**src/design/rcse_pkg.sv**
```systemverilog
// Constants and types of the radio command sequencer execution unit
package rcse_pkg;
  localparam int          MEM_DEPTH     = 24;
  localparam int          PTR_W         = 5;
  localparam logic [7:0]  OPC_IDLE      = 8'hc0;
  localparam logic [7:0]  OPC_HALT      = 8'hdf;
  localparam logic [7:0]  OPC_DEC_Z     = 8'hbf;
  localparam logic [7:0]  OPC_DEC_Y     = 8'hbe;
  localparam logic [7:0]  OPC_INC_Y     = 8'hbd;
  localparam logic [7:0]  OPC_RAND      = 8'hbc;
  localparam logic [7:0]  OPC_DELAY_X   = 8'hbb;
  localparam logic [7:0]  OPC_MARK      = 8'hba;
  localparam logic [7:0]  OPC_SWI       = 8'hb9;
  localparam logic [7:0]  OPC_DELAY_CMP = 8'hb8;
  localparam logic [7:0]  OPC_TX_CAL    = 8'hc1;
  localparam logic [7:0]  OPC_RX_EN     = 8'hc2;
  localparam logic [7:0]  OPC_TX_EN     = 8'hc3;
  localparam logic [7:0]  OPC_TX_CCA    = 8'hc4;
  localparam logic [4:0]  PFX_SAT       = 5'h16;
  localparam logic [3:0]  PFX_LOOP      = 4'ha;
  localparam logic [2:0]  PFX_WAIT      = 3'h4;
  localparam logic [5:0]  WAIT_ZERO_CNT = 6'h20;
  localparam logic [PTR_W-1:0] LAST_ADDR = 5'h17;
  localparam logic [PTR_W-1:0] COND_PC   = 5'h17;
  localparam logic [2:0]  C_CCA  = 3'h0;
  localparam logic [2:0]  C_SFD  = 3'h1;
  localparam logic [2:0]  C_HOST = 3'h2;
  localparam logic [2:0]  C_END  = 3'h3;
  localparam logic [2:0]  C_X    = 3'h4;
  localparam logic [2:0]  C_Y    = 3'h5;
  localparam logic [2:0]  C_Z    = 3'h6;

  typedef enum logic [1:0] {RCSE_IDLE, RCSE_EXEC, RCSE_WAIT, RCSE_ACK} rcse_state_t;

  typedef struct packed {
    logic tx_cal;
    logic rx_en;
    logic tx_en;
    logic tx_cca;
  } rcse_strobe_t;

  typedef struct packed {
    logic cca;
    logic sfd;
  } rcse_radio_t;
endpackage

```
**src/design/rcse_sequencer_core.sv**
```systemverilog
// Execution and decode logic of the radio command sequencer
`timescale 1ns/100ps
module rcse_sequencer_core
  import rcse_pkg::*;
(
  // Clock and reset
  input  wire logic         clk,
  input  wire logic         rst,
  // Host command port
  input  wire logic         cmd_wr,
  input  wire logic [7:0]   cmd_data,
  input  wire logic         start_cmd,
  input  wire logic         host_condition_bit,
  // Scratch register load from host
  input  wire logic         scratch_wr,
  input  wire logic [23:0]  scratch_wdata,
  // Timer and random source
  input  wire logic         timer_overflow,
  input  wire logic         timer_compare,
  input  wire logic [7:0]   random_source_out,
  // Radio
  input  rcse_radio_t       radio_cond,
  input  wire logic         radio_ack,
  output rcse_strobe_t      radio_strobe_r,
  output logic              rx_enable_strobe_out,
  // Status
  output logic              running_r,
  output logic [7:0]        scratch_x,
  output logic [7:0]        scratch_y,
  output logic [7:0]        scratch_z,
  output logic              prog_irq_flag,
  output logic              wait_done_flag,
  output logic              halt_flag
);

  logic [7:0]       mem_r [MEM_DEPTH];
  logic [PTR_W-1:0] pc_r;
  logic [PTR_W-1:0] wptr_r;
  logic [PTR_W-1:0] mark_r;
  logic             mark_valid_r;
  rcse_state_t      state_r;
  logic [5:0]       wcnt_r;
  logic [7:0]       op_r;
  logic [7:0]       x_r;
  logic [7:0]       y_r;
  logic [7:0]       z_r;
  logic             int_r;
  logic             wt_r;
  logic             stp_r;

  // Condition select with optional negation
  function automatic logic cond_true(input logic [3:0] nc, input logic [PTR_W-1:0] pc,
                                     input logic [7:0] x, input logic [7:0] y,
                                     input logic [7:0] z, input rcse_radio_t r,
                                     input logic hb);
    logic c;
    c = 1'b0;
    if (nc[2:0] == C_CCA) c = r.cca;
    else if (nc[2:0] == C_SFD) c = r.sfd;
    else if (nc[2:0] == C_HOST) c = hb;
    else if (nc[2:0] == C_END) c = (pc == COND_PC);
    else if (nc[2:0] == C_X) c = (x == 8'h00);
    else if (nc[2:0] == C_Y) c = (y == 8'h00);
    else if (nc[2:0] == C_Z) c = (z == 8'h00);
    return c ^ nc[3];
  endfunction

  logic [7:0] op;
  logic       cnd;
  logic       at_end;
  logic       is_halt;
  logic       is_strobe;
  logic       wait_over;
  assign op        = mem_r[pc_r];
  // Any wait ends this cycle, whichever kind is pending
  assign wait_over = (op_r == OPC_DELAY_CMP) ? timer_compare :
                     (op_r == OPC_DELAY_X) ? (x_r == 8'h00 || (timer_overflow && x_r == 8'h01)) :
                     (timer_overflow && wcnt_r == 6'h01);
  assign cnd       = cond_true(op[3:0], pc_r, x_r, y_r, z_r, radio_cond, host_condition_bit);
  assign at_end    = (pc_r == LAST_ADDR);
  assign is_halt   = (state_r == RCSE_EXEC) && (op == OPC_HALT);
  assign is_strobe = (op == OPC_TX_CAL) || (op == OPC_RX_EN) ||
                     (op == OPC_TX_EN) || (op == OPC_TX_CCA);

  // Control state, program counter and waits
  always_ff @(posedge clk) begin
    if (rst) begin
      state_r <= RCSE_IDLE;
      pc_r    <= '0;
      wcnt_r  <= '0;
      op_r    <= OPC_IDLE;
    end else begin
      case (state_r)
        RCSE_IDLE: begin
          if (start_cmd) begin
            pc_r    <= '0;
            state_r <= RCSE_EXEC;
          end
        end
        RCSE_EXEC: begin
          op_r <= op;
          if (op == OPC_HALT) begin
            pc_r    <= '0;
            state_r <= RCSE_IDLE;
          end else if (op == OPC_DELAY_X) begin
            state_r <= RCSE_WAIT;
          end else if (op[7:5] == PFX_WAIT) begin
            wcnt_r  <= (op[4:0] == 5'h00) ? WAIT_ZERO_CNT : {1'b0, op[4:0]};
            state_r <= RCSE_WAIT;
          end else if (op == OPC_DELAY_CMP) begin
            state_r <= RCSE_WAIT;
          end else if (is_strobe) begin
            state_r <= RCSE_ACK;
          end else if (op[7:4] == PFX_LOOP) begin
            if (cnd && mark_valid_r) pc_r <= mark_r;
            else if (at_end) state_r <= RCSE_IDLE;
            else pc_r <= pc_r + 5'h01;
          end else if (op[7] == 1'b0) begin
            // Skip past the end stops execution
            if ({1'b0, pc_r} + {3'h0, op[6:4]} + 6'h01 > {1'b0, LAST_ADDR} && cnd)
              state_r <= RCSE_IDLE;
            else if (cnd) pc_r <= pc_r + {2'h0, op[6:4]} + 5'h01;
            else if (at_end) state_r <= RCSE_IDLE;
            else pc_r <= pc_r + 5'h01;
          end else begin
            // Single-cycle instructions, no-op and unassigned codes
            if (at_end) state_r <= RCSE_IDLE;
            else pc_r <= pc_r + 5'h01;
          end
        end
        RCSE_WAIT: begin
          if (op_r == OPC_DELAY_CMP) begin
            if (timer_compare) begin
              if (at_end) state_r <= RCSE_IDLE;
              else begin
                pc_r    <= pc_r + 5'h01;
                state_r <= RCSE_EXEC;
              end
            end
          end else if (op_r == OPC_DELAY_X) begin
            if (x_r == 8'h00 || (timer_overflow && x_r == 8'h01)) begin
              if (at_end) state_r <= RCSE_IDLE;
              else begin
                pc_r    <= pc_r + 5'h01;
                state_r <= RCSE_EXEC;
              end
            end
          end else if (timer_overflow) begin
            wcnt_r <= wcnt_r - 6'h01;
            if (wcnt_r == 6'h01) begin
              if (at_end) state_r <= RCSE_IDLE;
              else begin
                pc_r    <= pc_r + 5'h01;
                state_r <= RCSE_EXEC;
              end
            end
          end
        end
        RCSE_ACK: begin
          if (radio_ack) begin
            if (at_end) state_r <= RCSE_IDLE;
            else begin
              pc_r    <= pc_r + 5'h01;
              state_r <= RCSE_EXEC;
            end
          end
        end
        default: state_r <= RCSE_IDLE;
      endcase
    end
  end

  // Instruction memory and write pointer
  always_ff @(posedge clk) begin
    if (rst) begin
      wptr_r <= '0;
      for (int i = 0; i < MEM_DEPTH; i++) mem_r[i] <= OPC_IDLE;
    end else if (is_halt) begin
      wptr_r <= '0;
      for (int i = 0; i < MEM_DEPTH; i++) mem_r[i] <= OPC_IDLE;
    end else if (cmd_wr && state_r == RCSE_IDLE && wptr_r <= LAST_ADDR) begin
      mem_r[wptr_r] <= cmd_data;
      wptr_r        <= wptr_r + 5'h01;
    end
  end

  // Loop start register
  always_ff @(posedge clk) begin
    if (rst) begin
      mark_r       <= '0;
      mark_valid_r <= 1'b0;
    end else if (is_halt) begin
      mark_valid_r <= 1'b0;
    end else if (state_r == RCSE_EXEC && op == OPC_MARK) begin
      mark_r       <= at_end ? pc_r : pc_r + 5'h01;
      mark_valid_r <= 1'b1;
    end
  end

  // Scratch registers
  always_ff @(posedge clk) begin
    if (rst) begin
      x_r <= '0;
      y_r <= '0;
      z_r <= '0;
    end else if (scratch_wr && state_r == RCSE_IDLE) begin
      x_r <= scratch_wdata[7:0];
      y_r <= scratch_wdata[15:8];
      z_r <= scratch_wdata[23:16];
    end else if (state_r == RCSE_EXEC) begin
      if (op == OPC_DEC_Y) y_r <= y_r - 8'h01;
      else if (op == OPC_INC_Y) y_r <= y_r + 8'h01;
      else if (op == OPC_DEC_Z) z_r <= z_r - 8'h01;
      else if (op[7:3] == PFX_SAT)
        y_r <= ({1'b0, y_r} + 9'h001 < {6'h00, op[2:0]}) ? y_r + 8'h01 : {5'h00, op[2:0]};
      else if (op == OPC_RAND) begin
        for (int b = 0; b < 8; b++)
          x_r[b] <= (b < y_r) ? random_source_out[b] : 1'b0;
      end
    end else if (state_r == RCSE_WAIT && op_r == OPC_DELAY_X && timer_overflow
                 && x_r != 8'h00) begin
      x_r <= x_r - 8'h01;
    end
  end

  // Event flags, one-cycle pulses
  always_ff @(posedge clk) begin
    if (rst) begin
      int_r <= 1'b0;
      wt_r  <= 1'b0;
      stp_r <= 1'b0;
    end else begin
      int_r <= (state_r == RCSE_EXEC) && (op == OPC_SWI);
      wt_r  <= (state_r == RCSE_WAIT) && (op_r != OPC_DELAY_CMP) &&
               ((op_r == OPC_DELAY_X) ? (x_r == 8'h00 || (timer_overflow && x_r == 8'h01))
                                      : (timer_overflow && wcnt_r == 6'h01));
      stp_r <= is_halt ||
               (state_r != RCSE_IDLE && at_end &&
                ((state_r == RCSE_ACK && radio_ack) ||
                 (state_r == RCSE_WAIT && wait_over) ||
                 (state_r == RCSE_EXEC && !is_strobe && op != OPC_DELAY_X &&
                  op != OPC_DELAY_CMP && op[7:5] != PFX_WAIT &&
                  !(op[7:4] == PFX_LOOP && cnd && mark_valid_r))));
    end
  end

  // Radio strobes, one pulse on issue; radio judges the channel for tx_cca
  always_ff @(posedge clk) begin
    if (rst) begin
      radio_strobe_r       <= '0;
      rx_enable_strobe_out <= 1'b0;
    end else begin
      radio_strobe_r.tx_cal <= (state_r == RCSE_EXEC) && (op == OPC_TX_CAL);
      radio_strobe_r.rx_en  <= (state_r == RCSE_EXEC) && (op == OPC_RX_EN);
      radio_strobe_r.tx_en  <= (state_r == RCSE_EXEC) && (op == OPC_TX_EN);
      radio_strobe_r.tx_cca <= (state_r == RCSE_EXEC) && (op == OPC_TX_CCA);
      rx_enable_strobe_out  <= (state_r == RCSE_EXEC) && (op == OPC_RX_EN);
    end
  end

  // Registered status outputs
  always_ff @(posedge clk) begin
    if (rst) begin
      running_r <= 1'b0;
      scratch_x <= '0;
      scratch_y <= '0;
      scratch_z <= '0;
    end else begin
      running_r <= (state_r != RCSE_IDLE);
      scratch_x <= x_r;
      scratch_y <= y_r;
      scratch_z <= z_r;
    end
  end

  assign prog_irq_flag  = int_r;
  assign wait_done_flag = wt_r;
  assign halt_flag      = stp_r;

endmodule // rcse_sequencer_core

```
**config.mk**
```make
export PLATFORM = sky130hd
export DESIGN_NAME = rcse_sequencer_core
export DESIGN_NICKNAME = d
export VERILOG_FILES = /design/src/design/rcse_pkg.sv /design/src/design/rcse_sequencer_core.sv
export SDC_FILE = /design/constraint.sdc
export NUM_CORES = 1
export LEC_CHECK = 0
export ABC_CLOCK_PERIOD_IN_PS = 4500
export BUFFER_PORTS_ARGS = -buffer_cell sky130_fd_sc_hd__buf_2
export CORE_MARGIN = 5
export CORE_UTILIZATION = 62
export DETAILED_ROUTE_END_ITERATION = 8
export GPL_TIMING_DRIVEN = 0
export PLACE_DENSITY = 0.81
export SLEW_MARGIN = 10
export SYNTH_ARGS = -nofsm -noshare
export SYNTH_HDL_FRONTEND = slang
export SYNTH_SLANG_ARGS = --single-unit
export TNS_END_PERCENT = 30
```
**constraint.sdc**
```tcl
create_clock -name clk -period 4.5 [get_ports clk]
set_clock_uncertainty 0.2 [all_clocks]
set_input_delay 0.9 -clock clk [delete_from_list [all_inputs] [get_ports clk]]
set_output_delay 0.9 -clock clk [all_outputs]
set_load 0.01 [all_outputs]
```
==> qor.json <==
{
  "critPathCaptureType": "flip-flop",
  "timing.critical_path.cells": "buf_2 > nor2b_1 > clkbuf_2 > a22oi_1 > a21oi_1 > or4_1 > nor2_1 > nand2_1 > nor3_4 > nor2_2 > clkbuf_1 > o21ai_1 > buf_4",
  "layout_min_cycle_time_ns": 4.497,
  "drt_wl_total_um": 47840,
  "synth_sequential_area_ratio_pct": 56.28,
  "grt_start_max_net_pins": 15,
  "max-clock-path-buffers": 3,
  "die_area_sq_mm": 0.03078,
  "layout_worst_path_cycle_share_pct": 99.94,
  "path_max_fanout": 10,
  "vias_in_the_first_global_route": 12590,
  "placement_rows": 60,
  "cts-buffers-inserted": 38,
  "drv_slew": 0,
  "route.detailed.drc": 0,
  "timing.fmax_mhz": 222.4,
  "synthesis.yosys.warnings": 0,
  "maxCapViolations": 0,
  "worstHoldPathType": "flip-flop to flip-flop",
  "dr.first_iter.drc_count": 1743,
  "synth_seq_cells": 349,
  "syn_to_final_growth_pct": 15.97,
  "nNetsFinal": 1735,
  "worst_hold_path.num_cells": 1,
  "floorplan.io_pins": 84,
  "antenna_left": 0,
  "static-leakage-power_nw": 7.064,
  "io_buffers": 83,
  "fp.coreArea_sq_mm": 0.02695,
  "cp_num_buf_inv": 4,
  "synth_top_area_cell": "sky130_fd_sc_hd__edfxtp_1",
  "synth_edf_count": 256,
  "grt_first_pass_wirelength_um": 72210,
  "worstRegToRegCells": 13,
  "p_total_w": 0.009175,
  "fin_hold_ws_ns": 0.2721,
  "gp_congestion": 0.9557,
  "floorplan.die.width_um": 175.4,
  "run_status": "finished, final reports clean",
  "yosysTopAreaCellShare_pct": 45.31,
  "critical-path-max-stage-delay_ns": 0.76,
  "cts.sink_count": 349,
  "setup-tns-final_ns": 0,
  "transition_time_at_the_pin_with_the_least_slew_margin_ns": 1.054,
  "yosys.cell_types.count": 85,
  "synth_area_leaders": "sky130_fd_sc_hd__edfxtp_1 (45%), sky130_fd_sc_hd__dfxtp_1 (11%), sky130_fd_sc_hd__mux2i_1 (6.0%)",
  "timing_hold_violations_final": 0,
  "postSynth.topFlopCell": "sky130_fd_sc_hd__edfxtp_1",
  "share_of_post_route_cells_with_drive_strength_above_1_pct": 16.07,
  "drt_pre_antenna_iters": 6,
  "post_synth_instance_area_sq_mm": 0.01697,
  "crit_path_top_delay_cell": "sky130_fd_sc_hd__or4_1",
  "clock_insertion_delay_worst_skew_ns": 0.54,
  "cp_data_required_time_ns": 4.53,
  "die-height_um": 175.4,
  "initial_antenna_violation_count": 1,
  "placed_cell_area_sq_mm": 0.01822,
  "postSynthAreaPerCell_sq_um": 11.65,
  "number_of_instances_in_the_synthesized_netlist": 1456,
  "asyncSetResetFlopFracSynth_pct": 0,
  "start_util_pct": 62.96,
  "grt_use_total_pct": 30.62,
  "final-setup-viol-count": 0,
  "slew_headroom_pct": 29.49,
  "rsz0062_at_grt": "true",
  "vias": 12880,
  "fin_area_sq_mm": 0.01968,
  "power_density_mw_per_mm2": 466.3,
  "cts_root_buf": "sky130_fd_sc_hd__clkbuf_16",
  "tritoncts": "built",
  "post-dp-hpwl_um": 33440,
  "cp_data_arrival_time_ns": 4.53,
  "most_common_library_cell_in_the_layout_ignoring_fill_and_taps": "sky130_fd_sc_hd__edfxtp_1",
  "vdd_ir_drop_max_v": 0.0003398,
  "gr-total-overflow": 0,
  "cts_max_level": 2,
  "routed_vias_inst": 6.331,
  "worst_path_dominant_cell_family": "simple AND/OR/NAND/NOR gates",
  "most-common-layout-cells": "sky130_fd_sc_hd__edfxtp_1 (256), sky130_fd_sc_hd__and2_1 (150), sky130_fd_sc_hd__nor2_1 (107), sky130_fd_sc_hd__mux2i_1 (101), sky130_fd_sc_hd__dfxtp_1 (92)",
  "clk_pin_slew_worst_paths_ns": 0.06,
  "worst-path-stages": 13,
  "critPathKind": "flip-flop to flip-flop",
  "wire_per_inst_um": 23.51,
  "crit_path_start_kind": "flip-flop"
}
[cells by family after synthesis]
group / count (synthesis) / share of synthesized area, %
and+or+nand+nor: 555 / 17.93
DFF: 349 / 56.28
AOI/OAI and AO/OA: 254 / 10.26
buffers and inverters: 128 / 3.702
muxes: 124 / 8.982
xor gates and xnor gates: 24 / 1.239
adders and majority gates: 21 / 1.593
other: 1 / 0.02210
[power breakdown]
part / switching (W) / internal [W] / leakage, nW
Clock: 0.00127 / 0.00187 / 0.607
Sequential: 0.000123 / 0.00366 / 3.20
Combinational: 0.00140 / 0.000852 / 3.26
[layer usage]
layer | share of wire [%] | track usage [%] | vias up | routed length [um]
li1 | - | - | 5732 | -
met1 | 39 | 41.86 | 6170 | 18450
met2 | 46 | 48.22 | 820 | 21910
met3 | 11 | 7.318 | 161 | 5445
met4 | 4.3 | 11.40 | 0 | 2037
met5 | 0 | 0 | - | 0
[flip-flops by register name, summed over array words and instances, names as in the netlist, 2 cells and up, named ones only]
name,count
pc_r,5
scratch_y,8
mark_r,5
wptr_r,5
radio_strobe_r,3
x_r,8
mem_r,256
op_r,8
z_r,8
y_r,8
scratch_z,8
scratch_x,8
state_r,2
wcnt_r,6
[final timing paths]
path,start,end,slack (ns)
setup reg to reg,flip-flop,mem_r[4][2],0.003
hold / removal,op_r[6],op_r[6],0.27
hold reg to reg,op_r[6],op_r[6],0.27
setup / recovery,flip-flop,mem_r[4][2],0.003
[final cells by class]
cell class	instances	area, sq um
Sequential cell	349	9550
Fill cell	1813	7274
Multi-Input combinational cell	1042	7192
Clock buffer	53	1047
Timing Repair Buffer	106	591.8
Buffer	96	548.0
Tap cell	341	426.7
Clock inverter	17	205.2
Inverter	30	112.6
Antenna cell	1	2.502
[metrics by stage]
stage	worst slack [ns]	util (%)	instances
3_3_place_gp	-1.103	66.96	1943
2_1_floorplan	0.7259	-	1519
3_5_place_dp	-0.8908	67.60	1965
5_1_grt	-0.1059	73.00	2034
6_report	0.002871	73.01	2035
4_1_cts	-0.03654	72.61	2034
[Yosys cell counts, types with 4 or more instances]
library cell and instances:
sky130_fd_sc_hd__mux2i_1 102, sky130_fd_sc_hd__a31oi_1 10, sky130_fd_sc_hd__nor3_1 27, sky130_fd_sc_hd__a21o_1 5
sky130_fd_sc_hd__nor2b_1 30, sky130_fd_sc_hd__mux4_1 5, sky130_fd_sc_hd__o21a_1 7, sky130_fd_sc_hd__buf_4 6
sky130_fd_sc_hd__nand2b_1 16, sky130_fd_sc_hd__nor2_1 110, sky130_fd_sc_hd__and3_1 4, sky130_fd_sc_hd__inv_1 28
sky130_fd_sc_hd__nand2_1 81, sky130_fd_sc_hd__a21oi_1 49, sky130_fd_sc_hd__o211ai_1 19, sky130_fd_sc_hd__nor4_1 7
sky130_fd_sc_hd__mux4_2 16, sky130_fd_sc_hd__nand3b_1 8, sky130_fd_sc_hd__or3_1 51, sky130_fd_sc_hd__or4_1 8
sky130_fd_sc_hd__buf_1 4, sky130_fd_sc_hd__dfxtp_1 93, sky130_fd_sc_hd__nand3_1 32, sky130_fd_sc_hd__a22o_1 6
sky130_fd_sc_hd__a211oi_1 24, sky130_fd_sc_hd__a22oi_1 33, sky130_fd_sc_hd__clkbuf_1 68, sky130_fd_sc_hd__and2_1 150
sky130_fd_sc_hd__xnor2_1 17, sky130_fd_sc_hd__a311oi_1 6, sky130_fd_sc_hd__buf_6 8, sky130_fd_sc_hd__buf_2 8
sky130_fd_sc_hd__edfxtp_1 256, sky130_fd_sc_hd__xor2_1 7, sky130_fd_sc_hd__or2_2 8, sky130_fd_sc_hd__ha_1 20
sky130_fd_sc_hd__o21ai_0 47, sky130_fd_sc_hd__a211o_1 4, sky130_fd_sc_hd__o21ai_1 4
[repair_timing]
item                                    CTS  global route
hold buffers                              0             0
pin swaps                                 1             2
gates resized for setup                  27            30
endpoints found under the setup margin  219           141
buffers inserted                          0             1
Power figures use the tool's default switching activity.
